### src/rtl/lmac_map.vh
`ifndef LMAC_MAP_VH
`define LMAC_MAP_VH

// Register byte offsets
`define LMAC_CTRL_OFS 4'h0
`define LMAC_STAT_OFS 4'h4
`define LMAC_MODE_OFS 4'h8

// Control fields
`define LMAC_CTRL_E3_LSB 0
`define LMAC_CTRL_STS1_LSB 4
`define LMAC_CTRL_AONE_LSB 8
`define LMAC_CTRL_RST 12'h000

// Status fields
`define LMAC_STAT_LOS_LSB 0
`define LMAC_STAT_LOL_LSB 4
`define LMAC_STAT_DRV_LSB 8
`define LMAC_STAT_HOST_BIT 12

// Mode readback fields
`define LMAC_MODE_E3_LSB 0
`define LMAC_MODE_STS1_LSB 4
`define LMAC_MODE_AONE_LSB 8

// Timing counts, in edges of the named clock; the lock tolerance in per mille of the window
`define LMAC_DRV_MON_CNT 128
`define LMAC_LOS_E3_ZEROS 32
`define LMAC_LOS_DS3_ZEROS 175
`define LMAC_LOL_WINDOW 2048
`define LMAC_LOL_TOL_PERMILLE 5

`endif

### src/rtl/lmac_chan.v
`timescale 1ns/10ps
`include "lmac_map.vh"

module lmac_chan #(
    parameter DRV_CNT = `LMAC_DRV_MON_CNT
) (
    input wire clk,
    input wire sys_rst,
    input wire all_ones,
    input wire transmit_clock,
    input wire tx_data_pos,
    input wire tx_data_neg,
    input wire monitor_tip_input,
    input wire monitor_ring_input,
    output reg tx_line_pos,
    output reg tx_line_neg,
    output reg drive_failure_flag
);

reg tx_clk_prev_q;
reg mark_phase_q;
reg [7:0] idle_cnt_q;
wire tx_rise;
wire line_pulse;

assign tx_rise = transmit_clock & ~tx_clk_prev_q;
// A mark drives tip and ring apart; idle leaves both at the same level
assign line_pulse = monitor_tip_input ^ monitor_ring_input;

////////////////////////////////////////////////////////////////////////////////
always @(posedge clk) begin
    // Sampled through reset, so release brings no false edge
    tx_clk_prev_q <= transmit_clock;
    if (sys_rst) begin
        mark_phase_q <= 1'b0;
        tx_line_pos <= 1'b0;
        tx_line_neg <= 1'b0;
    end else begin
        if (tx_rise) begin
            if (all_ones) begin
                // Alternate polarity keeps the pattern AMI, one mark per period
                tx_line_pos <= ~mark_phase_q;
                tx_line_neg <= mark_phase_q;
                mark_phase_q <= ~mark_phase_q;
            end else begin
                tx_line_pos <= tx_data_pos;
                tx_line_neg <= tx_data_neg;
            end
        end
    end
end

////////////////////////////////////////////////////////////////////////////////
always @(posedge clk) begin
    if (sys_rst) begin
        idle_cnt_q <= 8'h00;
        drive_failure_flag <= 1'b0;
    end else if (line_pulse) begin
        // Any detected pulse ends the failure at once
        idle_cnt_q <= 8'h00;
        drive_failure_flag <= 1'b0;
    end else if (tx_rise) begin
        if (idle_cnt_q != DRV_CNT[7:0] - 8'h01) begin
            idle_cnt_q <= idle_cnt_q + 8'h01;
        end else begin
            drive_failure_flag <= 1'b1;
        end
    end
end

endmodule

### src/rtl/lmac_top.v
`timescale 1ns/10ps
`include "lmac_map.vh"


module lmac_top #(
    parameter NCH = 4,
    parameter DRV_CNT = `LMAC_DRV_MON_CNT,
    parameter LOS_E3 = `LMAC_LOS_E3_ZEROS,
    parameter LOS_DS3 = `LMAC_LOS_DS3_ZEROS,
    parameter LOL_WIN = `LMAC_LOL_WINDOW,
    parameter LOL_PERMILLE = `LMAC_LOL_TOL_PERMILLE
) (
    input wire clk,
    input wire sys_rst,
    input wire config_source_select,
    input wire [NCH-1:0] e3_rate_select,
    input wire [NCH-1:0] rate_select,
    input wire [NCH-1:0] all_ones_request,
    input wire [NCH-1:0] transmit_clock,
    input wire [NCH-1:0] tx_data_pos,
    input wire [NCH-1:0] tx_data_neg,
    input wire [NCH-1:0] monitor_tip_input,
    input wire [NCH-1:0] monitor_ring_input,
    input wire [NCH-1:0] recovered_clock,
    input wire [NCH-1:0] rx_data_pos,
    input wire [NCH-1:0] rx_data_neg,
    input wire [NCH-1:0] reference_clock_input,
    input wire [3:0] avs_address,
    input wire avs_read,
    input wire avs_write,
    input wire [31:0] avs_writedata,
    input wire [3:0] avs_byteenable,
    output reg [31:0] avs_readdata,
    output reg avs_waitrequest,
    output reg host_port_enable,
    output wire [NCH-1:0] tx_line_pos,
    output wire [NCH-1:0] tx_line_neg,
    output wire [NCH-1:0] drive_failure_flag,
    output reg [NCH-1:0] signal_loss_flag,
    output reg [NCH-1:0] lock_loss_flag,
    output reg [NCH-1:0] sts1_active,
    output reg [NCH-1:0] e3_active
);

localparam LOL_TOL = (LOL_WIN * LOL_PERMILLE) / 1000;
localparam [12:0] LOL_WIN_W = LOL_WIN;
localparam [12:0] LOL_TOL_W = LOL_TOL;
localparam [7:0] LOS_E3_W = LOS_E3;
localparam [7:0] LOS_DS3_W = LOS_DS3;
// Reset image of the control word, sliced per field below
localparam [11:0] CTRL_RST_W = `LMAC_CTRL_RST;

// Bus states
localparam ST_IDLE = 1'b0;
localparam ST_ACK = 1'b1;

////////////////////////////////////////////////////////////////////////////////
// Choose between host register and discrete pin per source mode
function pick_src;
    input host;
    input reg_bit;
    input pin_bit;
    begin
        pick_src = host ? reg_bit : pin_bit;
    end
endfunction

// Rising edge of a level sampled on clk
function rise;
    input now;
    input prev;
    begin
        rise = now & ~prev;
    end
endfunction

// Zero-run limit per rate; E3 trips on a shorter run
function [7:0] los_limit;
    input e3;
    input [7:0] e3_lim;
    input [7:0] ds3_lim;
    begin
        los_limit = e3 ? e3_lim : ds3_lim;
    end
endfunction

// Distance of a count from the window length, either side
function [12:0] abs_diff;
    input [12:0] a;
    input [12:0] b;
    begin
        abs_diff = (a > b) ? a - b : b - a;
    end
endfunction

////////////////////////////////////////////////////////////////////////////////
reg host_mode_q;
reg [NCH-1:0] host_e3_q;
reg [NCH-1:0] host_sts1_q;
reg [NCH-1:0] host_aone_q;
reg [NCH-1:0] aone_q;
reg bus_state_q;
reg [31:0] rd_d;
wire req;
wire [NCH-1:0] e3_eff;
wire [NCH-1:0] sts1_eff;
wire [NCH-1:0] aone_eff;
wire ctrl_wr;

assign req = avs_read | avs_write;
// Write strobe only in the answer cycle, while the master still holds it
assign ctrl_wr = (bus_state_q == ST_ACK) & avs_write &
                 (avs_address == `LMAC_CTRL_OFS);

// Mode pin taken every cycle; the serial port follows it
always @(posedge clk) begin
    if (sys_rst) begin
        host_mode_q <= 1'b0;
        host_port_enable <= 1'b0;
    end else begin
        host_mode_q <= config_source_select;
        host_port_enable <= config_source_select;
    end
end

genvar g;
generate
    for (g = 0; g < NCH; g = g + 1) begin : g_sel
        assign e3_eff[g] = pick_src(host_mode_q, host_e3_q[g], e3_rate_select[g]);
        // Rate pin counts only for non-E3 channels in hardware mode
        assign sts1_eff[g] = ~e3_eff[g] &
            pick_src(host_mode_q, host_sts1_q[g], rate_select[g]);
        assign aone_eff[g] = pick_src(host_mode_q, host_aone_q[g],
            all_ones_request[g]);
    end
endgenerate

always @(posedge clk) begin
    if (sys_rst) begin
        e3_active <= {NCH{1'b0}};
        sts1_active <= {NCH{1'b0}};
        aone_q <= {NCH{1'b0}};
    end else begin
        e3_active <= e3_eff;
        sts1_active <= sts1_eff;
        aone_q <= aone_eff;
    end
end

////////////////////////////////////////////////////////////////////////////////
// Avalon-MM slave: one wait cycle, then the answer
always @* begin
    rd_d = 32'h00000000;
    case (avs_address)
        `LMAC_CTRL_OFS: begin
            rd_d[`LMAC_CTRL_E3_LSB +: NCH] = host_e3_q;
            rd_d[`LMAC_CTRL_STS1_LSB +: NCH] = host_sts1_q;
            rd_d[`LMAC_CTRL_AONE_LSB +: NCH] = host_aone_q;
        end
        `LMAC_STAT_OFS: begin
            rd_d[`LMAC_STAT_LOS_LSB +: NCH] = signal_loss_flag;
            rd_d[`LMAC_STAT_LOL_LSB +: NCH] = lock_loss_flag;
            rd_d[`LMAC_STAT_DRV_LSB +: NCH] = drive_failure_flag;
            rd_d[`LMAC_STAT_HOST_BIT] = host_mode_q;
        end
        `LMAC_MODE_OFS: begin
            rd_d[`LMAC_MODE_E3_LSB +: NCH] = e3_active;
            rd_d[`LMAC_MODE_STS1_LSB +: NCH] = sts1_active;
            rd_d[`LMAC_MODE_AONE_LSB +: NCH] = aone_q;
        end
        default: begin
            rd_d = 32'h00000000;
        end
    endcase
end

always @(posedge clk) begin
    if (sys_rst) begin
        bus_state_q <= ST_IDLE;
        avs_waitrequest <= 1'b1;
        avs_readdata <= 32'h00000000;
    end else begin
        case (bus_state_q)
            ST_IDLE: begin
                if (req) begin
                    bus_state_q <= ST_ACK;
                    avs_waitrequest <= 1'b0;
                    avs_readdata <= avs_read ? rd_d : 32'h00000000;
                end
            end
            ST_ACK: begin
                // A request held at this edge is not taken; the slave is busy
                bus_state_q <= ST_IDLE;
                avs_waitrequest <= 1'b1;
            end
            default: begin
                bus_state_q <= ST_IDLE;
                avs_waitrequest <= 1'b1;
            end
        endcase
    end
end

// Writes land at the edge where the master sees waitrequest low
always @(posedge clk) begin
    if (sys_rst) begin
        host_e3_q <= CTRL_RST_W[`LMAC_CTRL_E3_LSB +: NCH];
        host_sts1_q <= CTRL_RST_W[`LMAC_CTRL_STS1_LSB +: NCH];
        host_aone_q <= CTRL_RST_W[`LMAC_CTRL_AONE_LSB +: NCH];
    end else if (ctrl_wr) begin
        if (avs_byteenable[0]) begin
            host_e3_q <= avs_writedata[`LMAC_CTRL_E3_LSB +: NCH];
            host_sts1_q <= avs_writedata[`LMAC_CTRL_STS1_LSB +: NCH];
        end
        if (avs_byteenable[1]) begin
            host_aone_q <= avs_writedata[`LMAC_CTRL_AONE_LSB +: NCH];
        end
    end
end

////////////////////////////////////////////////////////////////////////////////
// Per-channel transmitter and drive monitor
generate
    for (g = 0; g < NCH; g = g + 1) begin : g_tx
        lmac_chan #(
            .DRV_CNT(DRV_CNT)
        ) u_chan (
            .clk(clk),
            .sys_rst(sys_rst),
            .all_ones(aone_q[g]),
            .transmit_clock(transmit_clock[g]),
            .tx_data_pos(tx_data_pos[g]),
            .tx_data_neg(tx_data_neg[g]),
            .monitor_tip_input(monitor_tip_input[g]),
            .monitor_ring_input(monitor_ring_input[g]),
            .tx_line_pos(tx_line_pos[g]),
            .tx_line_neg(tx_line_neg[g]),
            .drive_failure_flag(drive_failure_flag[g])
        );
    end
endgenerate

////////////////////////////////////////////////////////////////////////////////
// Loss of signal: a run of zeros on recovered clock edges
reg [NCH-1:0] rec_prev_q;
reg [NCH-1:0] ref_prev_q;

always @(posedge clk) begin
    // Sampled through reset, so release brings no false edge
    rec_prev_q <= recovered_clock;
    ref_prev_q <= reference_clock_input;
end

generate
    for (g = 0; g < NCH; g = g + 1) begin : g_los
        reg [7:0] zero_cnt_q;
        wire rec_edge;
        wire rx_mark;
        wire [7:0] limit;
        wire run_done;

        assign rec_edge = rise(recovered_clock[g], rec_prev_q[g]);
        assign rx_mark = rx_data_pos[g] | rx_data_neg[g];
        assign limit = los_limit(e3_active[g], LOS_E3_W, LOS_DS3_W);
        // Tested as a bound, so a shorter limit after a rate change cannot wrap
        assign run_done = (zero_cnt_q >= limit - 8'h01);

        always @(posedge clk) begin
            if (sys_rst) begin
                zero_cnt_q <= 8'h00;
                signal_loss_flag[g] <= 1'b0;
            end else if (rec_edge) begin
                if (rx_mark) begin
                    zero_cnt_q <= 8'h00;
                    signal_loss_flag[g] <= 1'b0;
                end else if (!run_done) begin
                    zero_cnt_q <= zero_cnt_q + 8'h01;
                end else begin
                    signal_loss_flag[g] <= 1'b1;
                end
            end
        end
    end
endgenerate

////////////////////////////////////////////////////////////////////////////////
// Loss of lock: count recovered edges over a window of reference edges.
// A stopped reference freezes the verdict; the window is the trade for 0.5%.
generate
    for (g = 0; g < NCH; g = g + 1) begin : g_lol
        reg [12:0] ref_cnt_q;
        reg [12:0] rec_cnt_q;
        wire ref_edge;
        wire rec_edge;
        wire [12:0] rec_total;
        wire [12:0] diff;
        wire win_end;
        wire off_freq;

        assign ref_edge = rise(reference_clock_input[g], ref_prev_q[g]);
        assign rec_edge = rise(recovered_clock[g], rec_prev_q[g]);
        assign rec_total = rec_cnt_q + {12'h000, rec_edge};
        assign diff = abs_diff(rec_total, LOL_WIN_W);
        // Window closes on the last reference rise; judge, then start afresh
        assign win_end = ref_edge && (ref_cnt_q == LOL_WIN_W - 13'h0001);
        assign off_freq = (diff > LOL_TOL_W);

        always @(posedge clk) begin
            if (sys_rst) begin
                ref_cnt_q <= 13'h0000;
                rec_cnt_q <= 13'h0000;
                lock_loss_flag[g] <= 1'b0;
            end else if (win_end) begin
                ref_cnt_q <= 13'h0000;
                rec_cnt_q <= 13'h0000;
                lock_loss_flag[g] <= off_freq;
            end else begin
                if (ref_edge) begin
                    ref_cnt_q <= ref_cnt_q + 13'h0001;
                end
                // Saturate so a runaway clock cannot wrap into range
                if (rec_edge && rec_cnt_q != 13'h1FFF) begin
                    rec_cnt_q <= rec_cnt_q + 13'h0001;
                end
            end
        end
    end
endgenerate

endmodule

### config.mk
export PLATFORM = sky130hd
export DESIGN_NAME = lmac_top
export DESIGN_NICKNAME = d
export VERILOG_FILES = /design/src/rtl/lmac_chan.v /design/src/rtl/lmac_top.v
export VERILOG_INCLUDE_DIRS = /design/src /design/src/rtl
export SDC_FILE = /design/constraint.sdc
export NUM_CORES = 1
export LEC_CHECK = 0
export BUFFER_PORTS_ARGS = -buffer_cell sky130_fd_sc_hd__buf_2
export CORE_MARGIN = 2
export CORE_UTILIZATION = 35
export CTS_CLUSTER_DIAMETER = 200
export DETAILED_ROUTE_END_ITERATION = 8
export PLACE_DENSITY = 0.53
export SLEW_MARGIN = 20
export SYNTH_ARGS = -nofsm -noshare
export SYNTH_HDL_FRONTEND = slang
export SYNTH_SLANG_ARGS = --single-unit
### constraint.sdc
create_clock -name clk -period 3.8 [get_ports clk]
set_input_delay 1.14 -clock clk [delete_from_list [all_inputs] [get_ports clk]]
set_output_delay 1.14 -clock clk [all_outputs]
set_load 0.1 [all_outputs]
# [Word level (Yosys, flattened, before mapping)]
# Index checks and enable logic that the tools add are counted.
[totals] register_bits=263 latchBits=0 ramBits=0 rom_bits=0 inputBits=93 output_inout_bits=62 wordCells=266 mem_count=0
[op_classes] n_addsub=32 n_mul=0 n_div=0 order_cmp=12 eq_ne=19 shifts=0 n_mux=51 bitwise_logic=52 reduce_logical=44
[op_table] operator="$add A13 B1 Y13 const B" count=8
[op_table] operator="$mux W8" count=12
[op_table] operator="$mux W13" count=5
[op_table] operator="$add A8 B1 Y8 const B" count=8
[op_table] operator="$add A13 B1 Y13" count=4
[op_table] operator="$eq A13 B11 Y1 const B" count=4
[op_table] operator="$gt A13 B12 Y1 const B" count=4
[op_table] operator="$gt A13 B4 Y1 const B" count=4
[op_table] operator="$ne A13 B13 Y1 const B" count=4
[op_table] operator="$sub A12 B13 Y13 const A" count=4
[op_table] operator="$sub A13 B12 Y13 const B" count=4
[op_table] operator="$reduce_and A2 Y1" count=23
[op_table] operator="$pmux W12 S3" count=1
[op_table] operator="$ge A8 B8 Y1" count=4
[op_table] operator="$ne A8 B7 Y1 const B" count=4
[op_table] operator="$sub A8 B1 Y8 const B" count=4
[op_table] operator="$mux W1" count=31
[op_table] operator="$not A1 Y1" count=25
[op_table] operator="$and A1 B1 Y1" count=18
[op_table] operator="$reduce_or A2 Y1" count=8
[op_table] operator="$ne A2 B2 Y1 const B" count=5
[op_table] operator="$logic_and A1 B1 Y1" count=8
[op_table] operator="$reduce_bool A2 Y1" count=4
[op_table] operator="$or A1 B1 Y1" count=5
[op_table] operator="other kinds (5)" count=9

# [Depth between registers and ports, before layout]
# Gate-level depths: netlist of the first run.
[logic_depth] ltp_word=6 mapped_depth=14 ltp_nobuf=14

# [By module]
# Synthesis of the first run repeated with hierarchy kept, for this count alone.
[unflattened] cells_unflattened=1674 area_unflattened_um2=13832.0
[by_module_without_submodules] module="lmac_top" n_inst=1 cells_per_inst=1414 area_per_inst_um2=11404.7 seq_area_each_um2=3843.7
[by_module_without_submodules] module="lmac_chan" n_inst=4 cells_per_inst=65 area_per_inst_um2=606.8 seq_area_each_um2=260.2

# [Least setup slack after synthesis of the first run]
# No wires, ideal clock.
[synth_timing] kind="input to register" start="input recovered_clock[0]" end="register lock_loss_flag[0]" setup_ps=134 arrival_ps=3869 slack_ps=-204 path_stages=14 path_buffers=0 cell_sequence="nand2b_1 -> inv_1 -> ha_1 -> ha_1 -> inv_1 -> ha_1 -> or4b_1 -> o31ai_2 -> o21ai_1 -> o311ai_1 -> xnor2_1 -> o2111ai_1 -> a2111oi_0 -> a211oi_1"
[synth_via] elab_chain_len=5 word_cells_on_any_way=7 classes_between="add/sub (3); order compare (2); mux (1); bitwise (1)"
[synth_rtl] element="start, declared" line="lmac_top.v:24" rtl="input wire [NCH-1:0] recovered_clock,"
[synth_rtl] element="$and A1 B1 Y1 (*)" line="lmac_top.v:73" rtl="rise = now & ~prev;"
[synth_rtl] element="$add A13 B1 Y13 (*)" line="lmac_top.v:302" rtl="assign rec_total = rec_cnt_q + {12'h000, rec_edge};"
[synth_rtl] element="$sub A12 B13 Y13, or another cell as far along" line="lmac_top.v:92" rtl="abs_diff = (a > b) ? a - b : b - a;"
[synth_rtl] element="$mux W13 (*)" line="lmac_top.v:92"
[synth_rtl] element="$gt A13 B4 Y1 (*)" line="lmac_top.v:306" rtl="assign off_freq = (diff > LOL_TOL_W);"
[synth_rtl] element="end signal, assigned by index" line="lmac_top.v:316" rtl="lock_loss_flag[g] <= off_freq;"
[synth_rtl] element="end, declared" line="lmac_top.v:40" rtl="output reg [NCH-1:0] lock_loss_flag,"
# Mark *: on every way between the ends. The rest lies on a longest branch, timed or not.
# A chain may end at the register's enable or synchronous reset.

# [Final worst setup path of the first run]
# Ends and elaborated chain as after synthesis.

==> reports/results.ini, run 1 <==
[power_and_ir_drop]
intPower_mw = 4.76
switching_share_pct = 25.2
p_leak_nw = 6.64
p_sw_mw = 1.60
p_comb_share_pct = 11.1
powerDensity_mw_per_mm2 = 384
ir_drop_v = 0.000297
p_clk_share_pct = 47.5
seqPwrFrac_pct = 41.4

[detailed_routing]
drt_first_pass_iters = 5
vias = 12000
ant_nets = 0
wl_met2_mm = 15.2
wl_mm = 33.5
drt_iter0_markers = 582
drt-met1-wl_mm = 16.6
wl_per_cell_um = 14.0
drc = 0
highest-signal-layer = met4
wl_met3_mm = 1.09
via_per_inst = 5.00

[setup_path]
reg2regPathDepth = 14
endpoint_kind = flop
required_ns = 4.23
startpoint = recovered_clock[0]
reg2reg_to = lock_loss_flag[0]
startpoint_type = primary input
cp_max_fo = 8
r2r_setup_slack_ns = 0.63
critPathKind = in -> reg
rr_startpoint = rec_prev_q[0]
arrival_ns = 3.92
critPathCapture = lock_loss_flag[0]

[grt]
grt_pass1_vias = 11200
grt_pass1_wl_mm = 55.5
grt_start_max_net_pins = 42
antenna_found_initial = 0
overflow = 0
grt_usage_pct = 15.9

[synthesis]
synth_mux_area_share_pct = 4.04
synthAdderAreaFrac_pct = 4.46
ys_seq_elements = 244
yosysWarnings = 0
synth_edf_count = 0
synth_top_family_by_area = simple AND/OR/NAND/NOR gates
syn-cell-area_mm2 = 0.0140
avgSynthCellArea_um2 = 8.23
synthSimpleGateAreaFrac_pct = 25.7
ys.flop_type = dfxtp_1
async_flop_share_pct = 0
synth_xor_area_share_pct = 12.2
synthDistinctLibCells = 85
synthCells = 1696
synth-compound-area-share_pct = 13.3
synth_seq_area_share_pct = 35.0

[min_path]
holdCritPathClass = reg -> reg

[die]
rows = 73
io-pin-count = 155
die_h_um = 204
die_x_um = 204
coreArea_mm2 = 0.0395
die-area_mm2 = 0.0415
initial_core_util_pct = 35.3

[clock_network]
clk_path_buf_depth = 3
clock_sinks = 244
root_buffer = clkbuf_16
post_cts_resized = 0
cts_hold_buf = 0
cts_tree = yes
insertion_delay_ns = 0.56
cts_buffers = 29
clk_pin_slew_ns = 0.06
h-tree-depth = 1
post_cts_buffers = 0

[timing]
skew_ns = 0.0115
tightest_slew_ns = 0.693
setup_ws_ns = 0.306
setup_viol = 0
setup_tns_ns = 0
min_period_ns = 3.49
report.final.slew_viol_count = 0
hold_viol = 0
max_slew_margin_pct = 53.7
clock.fmax_mhz = 286
period_share_pct = 91.9
rsz0062_at_grt = no

[final_layout]
final_common_cell = nor2_1
antennaDiodeCount = 0
fin_cells = 2395
fin_nets = 1991
layout_common_cells = 276 x nor2_1, 244 x dfxtp_1, 114 x nand2_1
finish.utilization_pct = 41.9
synthToLayoutAreaGrowth_pct = 18.6
drive_gt1_share_pct = 15.9

[status]
status = finished, final reports clean

[flow_run]
maxCapViolCount = 0

[placed_design]
gp_congestion = 0.818
dp_hpwl_mm = 24.5
placed_cells = 2343
place_ws_ns = -0.265
port_buffers = 113

[metrics by stage]
step | hold WS, ns | area (um^2) | power (mW)
finish | 0.432 | 16600 | 6.36
global route | 0.450 | 16600 | 6.61
CTS | 0.437 | 16600 | 6.45
detailed placement | 0.429 | 15500 | 3.40
global placement | 0.422 | 15500 | 3.39
floorplan | 0.413 | 14100 | 3.21
[registers in the layout (all words and copies together), names as in the netlist]
| name | cells |
|---|---|
| signal_loss_flag | 4 |
| g_los.zero_cnt_q | 32 |
| ref_prev_q | 4 |
| sts1_active | 4 |
| g_tx.u_chan.idle_cnt_q | 32 |
| host_sts1_q | 4 |
| g_tx.u_chan.tx_line_neg | 4 |
| g_tx.u_chan.tx_clk_prev_q | 4 |
| host_mode_q | 1 |
| bus_state_q | 1 |
| aone_q | 4 |
| avs_readdata | 13 |
| g_tx.u_chan.mark_phase_q | 4 |
| host_e3_q | 4 |
| g_lol.ref_cnt_q | 52 |
| avs_waitrequest | 1 |
| host_aone_q | 4 |
| g_lol.rec_cnt_q | 52 |
| g_tx.u_chan.tx_line_pos | 4 |
| e3_active | 4 |
| rec_prev_q | 4 |
| g_tx.u_chan.drive_failure_flag | 4 |
| lock_loss_flag | 4 |
[power groups by stage]
| stage | Clock (mW) | Sequential [mW] | Combinational, mW |
|---|---|---|---|
| detailed placement | 0 | 2.69 | 0.708 |
| CTS | 3.10 | 2.63 | 0.713 |
| global route | 3.20 | 2.64 | 0.778 |
| floorplan | 0 | 2.72 | 0.493 |
| finish | 3.02 | 2.63 | 0.708 |
| global placement | 0 | 2.69 | 0.701 |
[kinds of logic after synthesis]
kind of cell    Yosys count
compound gates          266
simple gates            730
mux                      56
xor+xnor                191
other cells               1
flops                   244
fa+ha+maj                50
buf+inv                 158
[routing by layer]
| metal | up-vias | track usage, % |
|---|---|---|
| met4 | 0 | 3.49 |
| met5 | - | 0 |
| met2 | 182 | 26.3 |
| li1 | 6232 | - |
| met3 | 40 | 2.21 |
| met1 | 5518 | 21.8 |
[worst min path at each step]
stage	from	endpoint	cells after the start
final	g_tx[0].u_chan.idle_cnt_q[7]	g_tx[0].u_chan.idle_cnt_q[6]	1
after detailed placement	g_tx[0].u_chan.idle_cnt_q[7]	g_tx[0].u_chan.idle_cnt_q[6]	1
after global placement	g_tx[1].u_chan.idle_cnt_q[7]	g_tx[1].u_chan.idle_cnt_q[6]	1
after CTS	g_tx[0].u_chan.idle_cnt_q[7]	g_tx[0].u_chan.idle_cnt_q[6]	1
after floorplan	g_tx[0].u_chan.idle_cnt_q[7]	g_tx[0].u_chan.idle_cnt_q[6]	1
after global routing	g_tx[0].u_chan.idle_cnt_q[7]	g_tx[0].u_chan.idle_cnt_q[6]	1
[area by class of cell]
type	instances	area, um^2
Clock buffer	42	865
Clock inverter	10	181
Fill cell	3998	23000
Inverter	51	191
Multi-Input combinational cell	1312	8480
Sequential cell	244	4880
Tap cell	525	657
Timing Repair Buffer	211	1300
[worst max-delay path: stages]
cell	delay, ns
buf_2	0.10
nand2b_1	0.08
inv_1	0.07
ha_2	0.19
ha_4	0.21
inv_1	0.08
ha_2	0.17
or4b_4	0.47
o31ai_2	0.10
o21ai_2	0.15
o31ai_4	0.40
a31oi_1	0.19
o31a_1	0.32
o22ai_1	0.16
a211oi_1	0.09
[synth_stat cells, types with 23 or more instances]
| master | number | area, um^2 |
|---|---|---|
| inv_1 | 51 | 191 |
| xnor2_1 | 95 | 832 |
| or3_1 | 23 | 144 |
| xor2_1 | 94 | 823 |
| nand4_1 | 48 | 300 |
| nand2_1 | 114 | 428 |
| clkbuf_1 | 48 | 180 |
| buf_4 | 32 | 240 |
| mux2i_1 | 53 | 531 |
| nor2_1 | 276 | 1040 |
| nor3_1 | 33 | 165 |
| a21oi_1 | 47 | 235 |
| nand3_1 | 76 | 380 |
| o21ai_0 | 54 | 270 |
| dfxtp_1 | 244 | 4880 |
| ha_1 | 49 | 613 |
| and3_1 | 36 | 225 |
Power figures use the tool's default switching activity.
==> run 2, diff against run 1 <==
- CORE_UTILIZATION: 35 -> 46
- PLACE_DENSITY: 0.53 -> 0.67
==> reports/results.ini, run 2 (synthesis gave the netlist of run 1 again) <==
[power_and_ir_drop]
p_sw_mw = 1.53  ; -4.5%
p_clk_share_pct = 44.6  ; -2.9 points
p_comb_share_pct = 11.6  ; +0.5 points
powerDensity_mw_per_mm2 = 371  ; -3.3%
ir_drop_v = 0.000364  ; +22%
switching_share_pct = 25.5  ; +0.30 points
intPower_mw = 4.48  ; -6.0%
seqPwrFrac_pct = 43.9  ; +2.5 points
p_leak_nw = 6.51  ; -1.9%

[clock_network]
cts_hold_buf = 0  ; unchanged
insertion_delay_ns = 0.56  ; about the same
clock_sinks = 244  ; unchanged
root_buffer = clkbuf_16
post_cts_buffers = 0  ; unchanged
h-tree-depth = 1  ; unchanged
cts_buffers = 29  ; unchanged
post_cts_resized = 0  ; unchanged
cts_tree = yes
clk_pin_slew_ns = 0.06  ; about the same
clk_path_buf_depth = 3  ; unchanged

[detailed_routing]
drc = 0  ; unchanged
vias = 12100  ; +0.76%
wl_mm = 31.8  ; -5.3%
wl_per_cell_um = 14.2  ; +1.1%
ant_nets = 0  ; unchanged
drt_first_pass_iters = 5  ; unchanged
via_per_inst = 5.38  ; +7.5%
drt_iter0_markers = 702  ; +21%

[die]
die_x_um = 178  ; -13%
initial_core_util_pct = 46.9  ; +12 points
io-pin-count = 155  ; unchanged
rows = 63  ; -14%
die-area_mm2 = 0.0318  ; -23%
die_h_um = 178  ; -13%
coreArea_mm2 = 0.0298  ; -25%

[placed_design]
port_buffers = 113  ; unchanged
gp_congestion = 0.867  ; +6.0%
place_ws_ns = -0.195  ; +0.0701 ns
dp_hpwl_mm = 23.1  ; -5.8%

[grt]
grt_usage_pct = 19.8  ; +4.0 points
grt_pass1_vias = 11300  ; +0.24%
grt_start_max_net_pins = 65  ; +55%
antenna_found_initial = 0  ; unchanged
grt_pass1_wl_mm = 53.2  ; -4.2%
overflow = 0  ; unchanged

[timing]
hold_viol = 0  ; unchanged
rsz0062_at_grt = no
period_share_pct = 89.9  ; -2.1 points
clock.fmax_mhz = 293  ; +2.3%
setup_viol = 0  ; unchanged
setup_ws_ns = 0.385  ; +0.0788 ns
skew_ns = 0.0243  ; +0.0128 ns
report.final.slew_viol_count = 0  ; unchanged
tightest_slew_ns = 0.717  ; +0.0233 ns
max_slew_margin_pct = 52.2  ; -1.4 points
min_period_ns = 3.41  ; -0.0788 ns
whs_ns = 0.430  ; -0.00212 ns

[final_layout]
layout_common_cells = 276 x nor2_1, 244 x dfxtp_1, 114 x nand2_1
final_common_cell = nor2_1
reg.largest.list = g_lol.rec_cnt_q x52, g_lol.ref_cnt_q x52
drive_gt1_share_pct = 15.0  ; -0.89 points
fin_nets = 1978  ; -0.65%
synthToLayoutAreaGrowth_pct = 15.9
antennaDiodeCount = 0  ; unchanged

[min_path]
holdCritPathClass = reg -> reg
hold_end = g_tx[1].u_chan.idle_cnt_q[6]
holdPathStages = 1  ; unchanged
worstHoldStart = g_tx[1].u_chan.idle_cnt_q[7]

[status]
status = finished, final reports clean

[setup_path]
rr_startpoint = rec_prev_q[0]
startpoint_type = primary input
r2r_setup_slack_ns = 0.71  ; +0.08 ns
arrival_ns = 3.84  ; -0.08 ns
required_ns = 4.23  ; about the same
cp_max_fo = 5  ; -3
reg2reg_to = lock_loss_flag[0]
reg2regPathDepth = 14  ; unchanged
critPathKind = in -> reg
endpoint_kind = flop

[flow_run]
maxCapViolCount = 0  ; unchanged

-- run 2: cell count changes in the layout (fill, tap and decap cells not counted), sizes merged --
cell	delta
buf	-13
clkinv	+1
bufinv	-3
clkbuf	-1
-- run 2: area by class of cell --
type / count / area (um^2)
clock inverter: 8 / 108
inverter: 51 / 191
tap: 390 / 488
sequential: 244 / 4880
fill: 2782 / 13600
multi-input combinational: 1312 / 8480
clock buffer: 41 / 821
timing repair buffer: 198 / 1210
-- run 2: power groups by stage --
stage	combinational, mW	clock (mW)	sequential (mW)
final	0.695	2.68	2.63
after global routing	0.758	2.86	2.64
after CTS	0.696	2.75	2.63
after detailed placement	0.691	0	2.69
after global placement	0.681	0	2.69
after floorplan	0.493	0	2.72
-- run 2: per-stage QoR --
stage / area, um^2 / std cells / total power, mW / setup TNS, ns / utilization [%]
final: 16200 / 2244 / 6.00 / 0 / 54.3
after detailed placement: 15200 / 2195 / 3.38 / -0.206 / 51.2
after CTS: 16200 / 2244 / 6.08 / 0 / 54.3
after global placement: 15200 / 2195 / 3.37 / -0.188 / 51.2
after floorplan: 14100 / 1714 / 3.21 / -0.0294 / -
after global routing: 16200 / 2244 / 6.25 / 0 / 54.3
-- run 2: worst max path at each step --
stage | endpoint | cells after the start | from | slack (ns)
floorplan | lock_loss_flag[0] | 14 | recovered_clock[0] | -0.03
detailed placement | lock_loss_flag[0] | 15 | recovered_clock[0] | -0.20
global route | lock_loss_flag[0] | 14 | recovered_clock[0] | 0.1
global placement | lock_loss_flag[0] | 15 | recovered_clock[0] | -0.19
CTS | lock_loss_flag[0] | 15 | recovered_clock[0] | 0.39
finish | lock_loss_flag[0] | 15 | recovered_clock[0] | 0.39
-- run 2: critical path, cell delays in order --
cell	delay, ns
buf_2	0.10
nand2b_1	0.08
inv_1	0.06
ha_2	0.19
ha_4	0.21
inv_1	0.07
ha_2	0.18
or4b_4	0.46
o31ai_2	0.09
o21ai_2	0.17
o311ai_2	0.26
xnor2_1	0.17
o2111ai_1	0.14
a2111oi_0	0.39
a211oi_1	0.12
-- run 2: per-layer routing --
layer / wire length, um / part of all wire [%] / track usage, %
met5: 0 / 0 / 0
met4: 537 / 1.7 / 4.64
met3: 1310 / 4.1 / 2.81
met2: 14900 / 47 / 33.5
met1: 15100 / 47 / 26.7
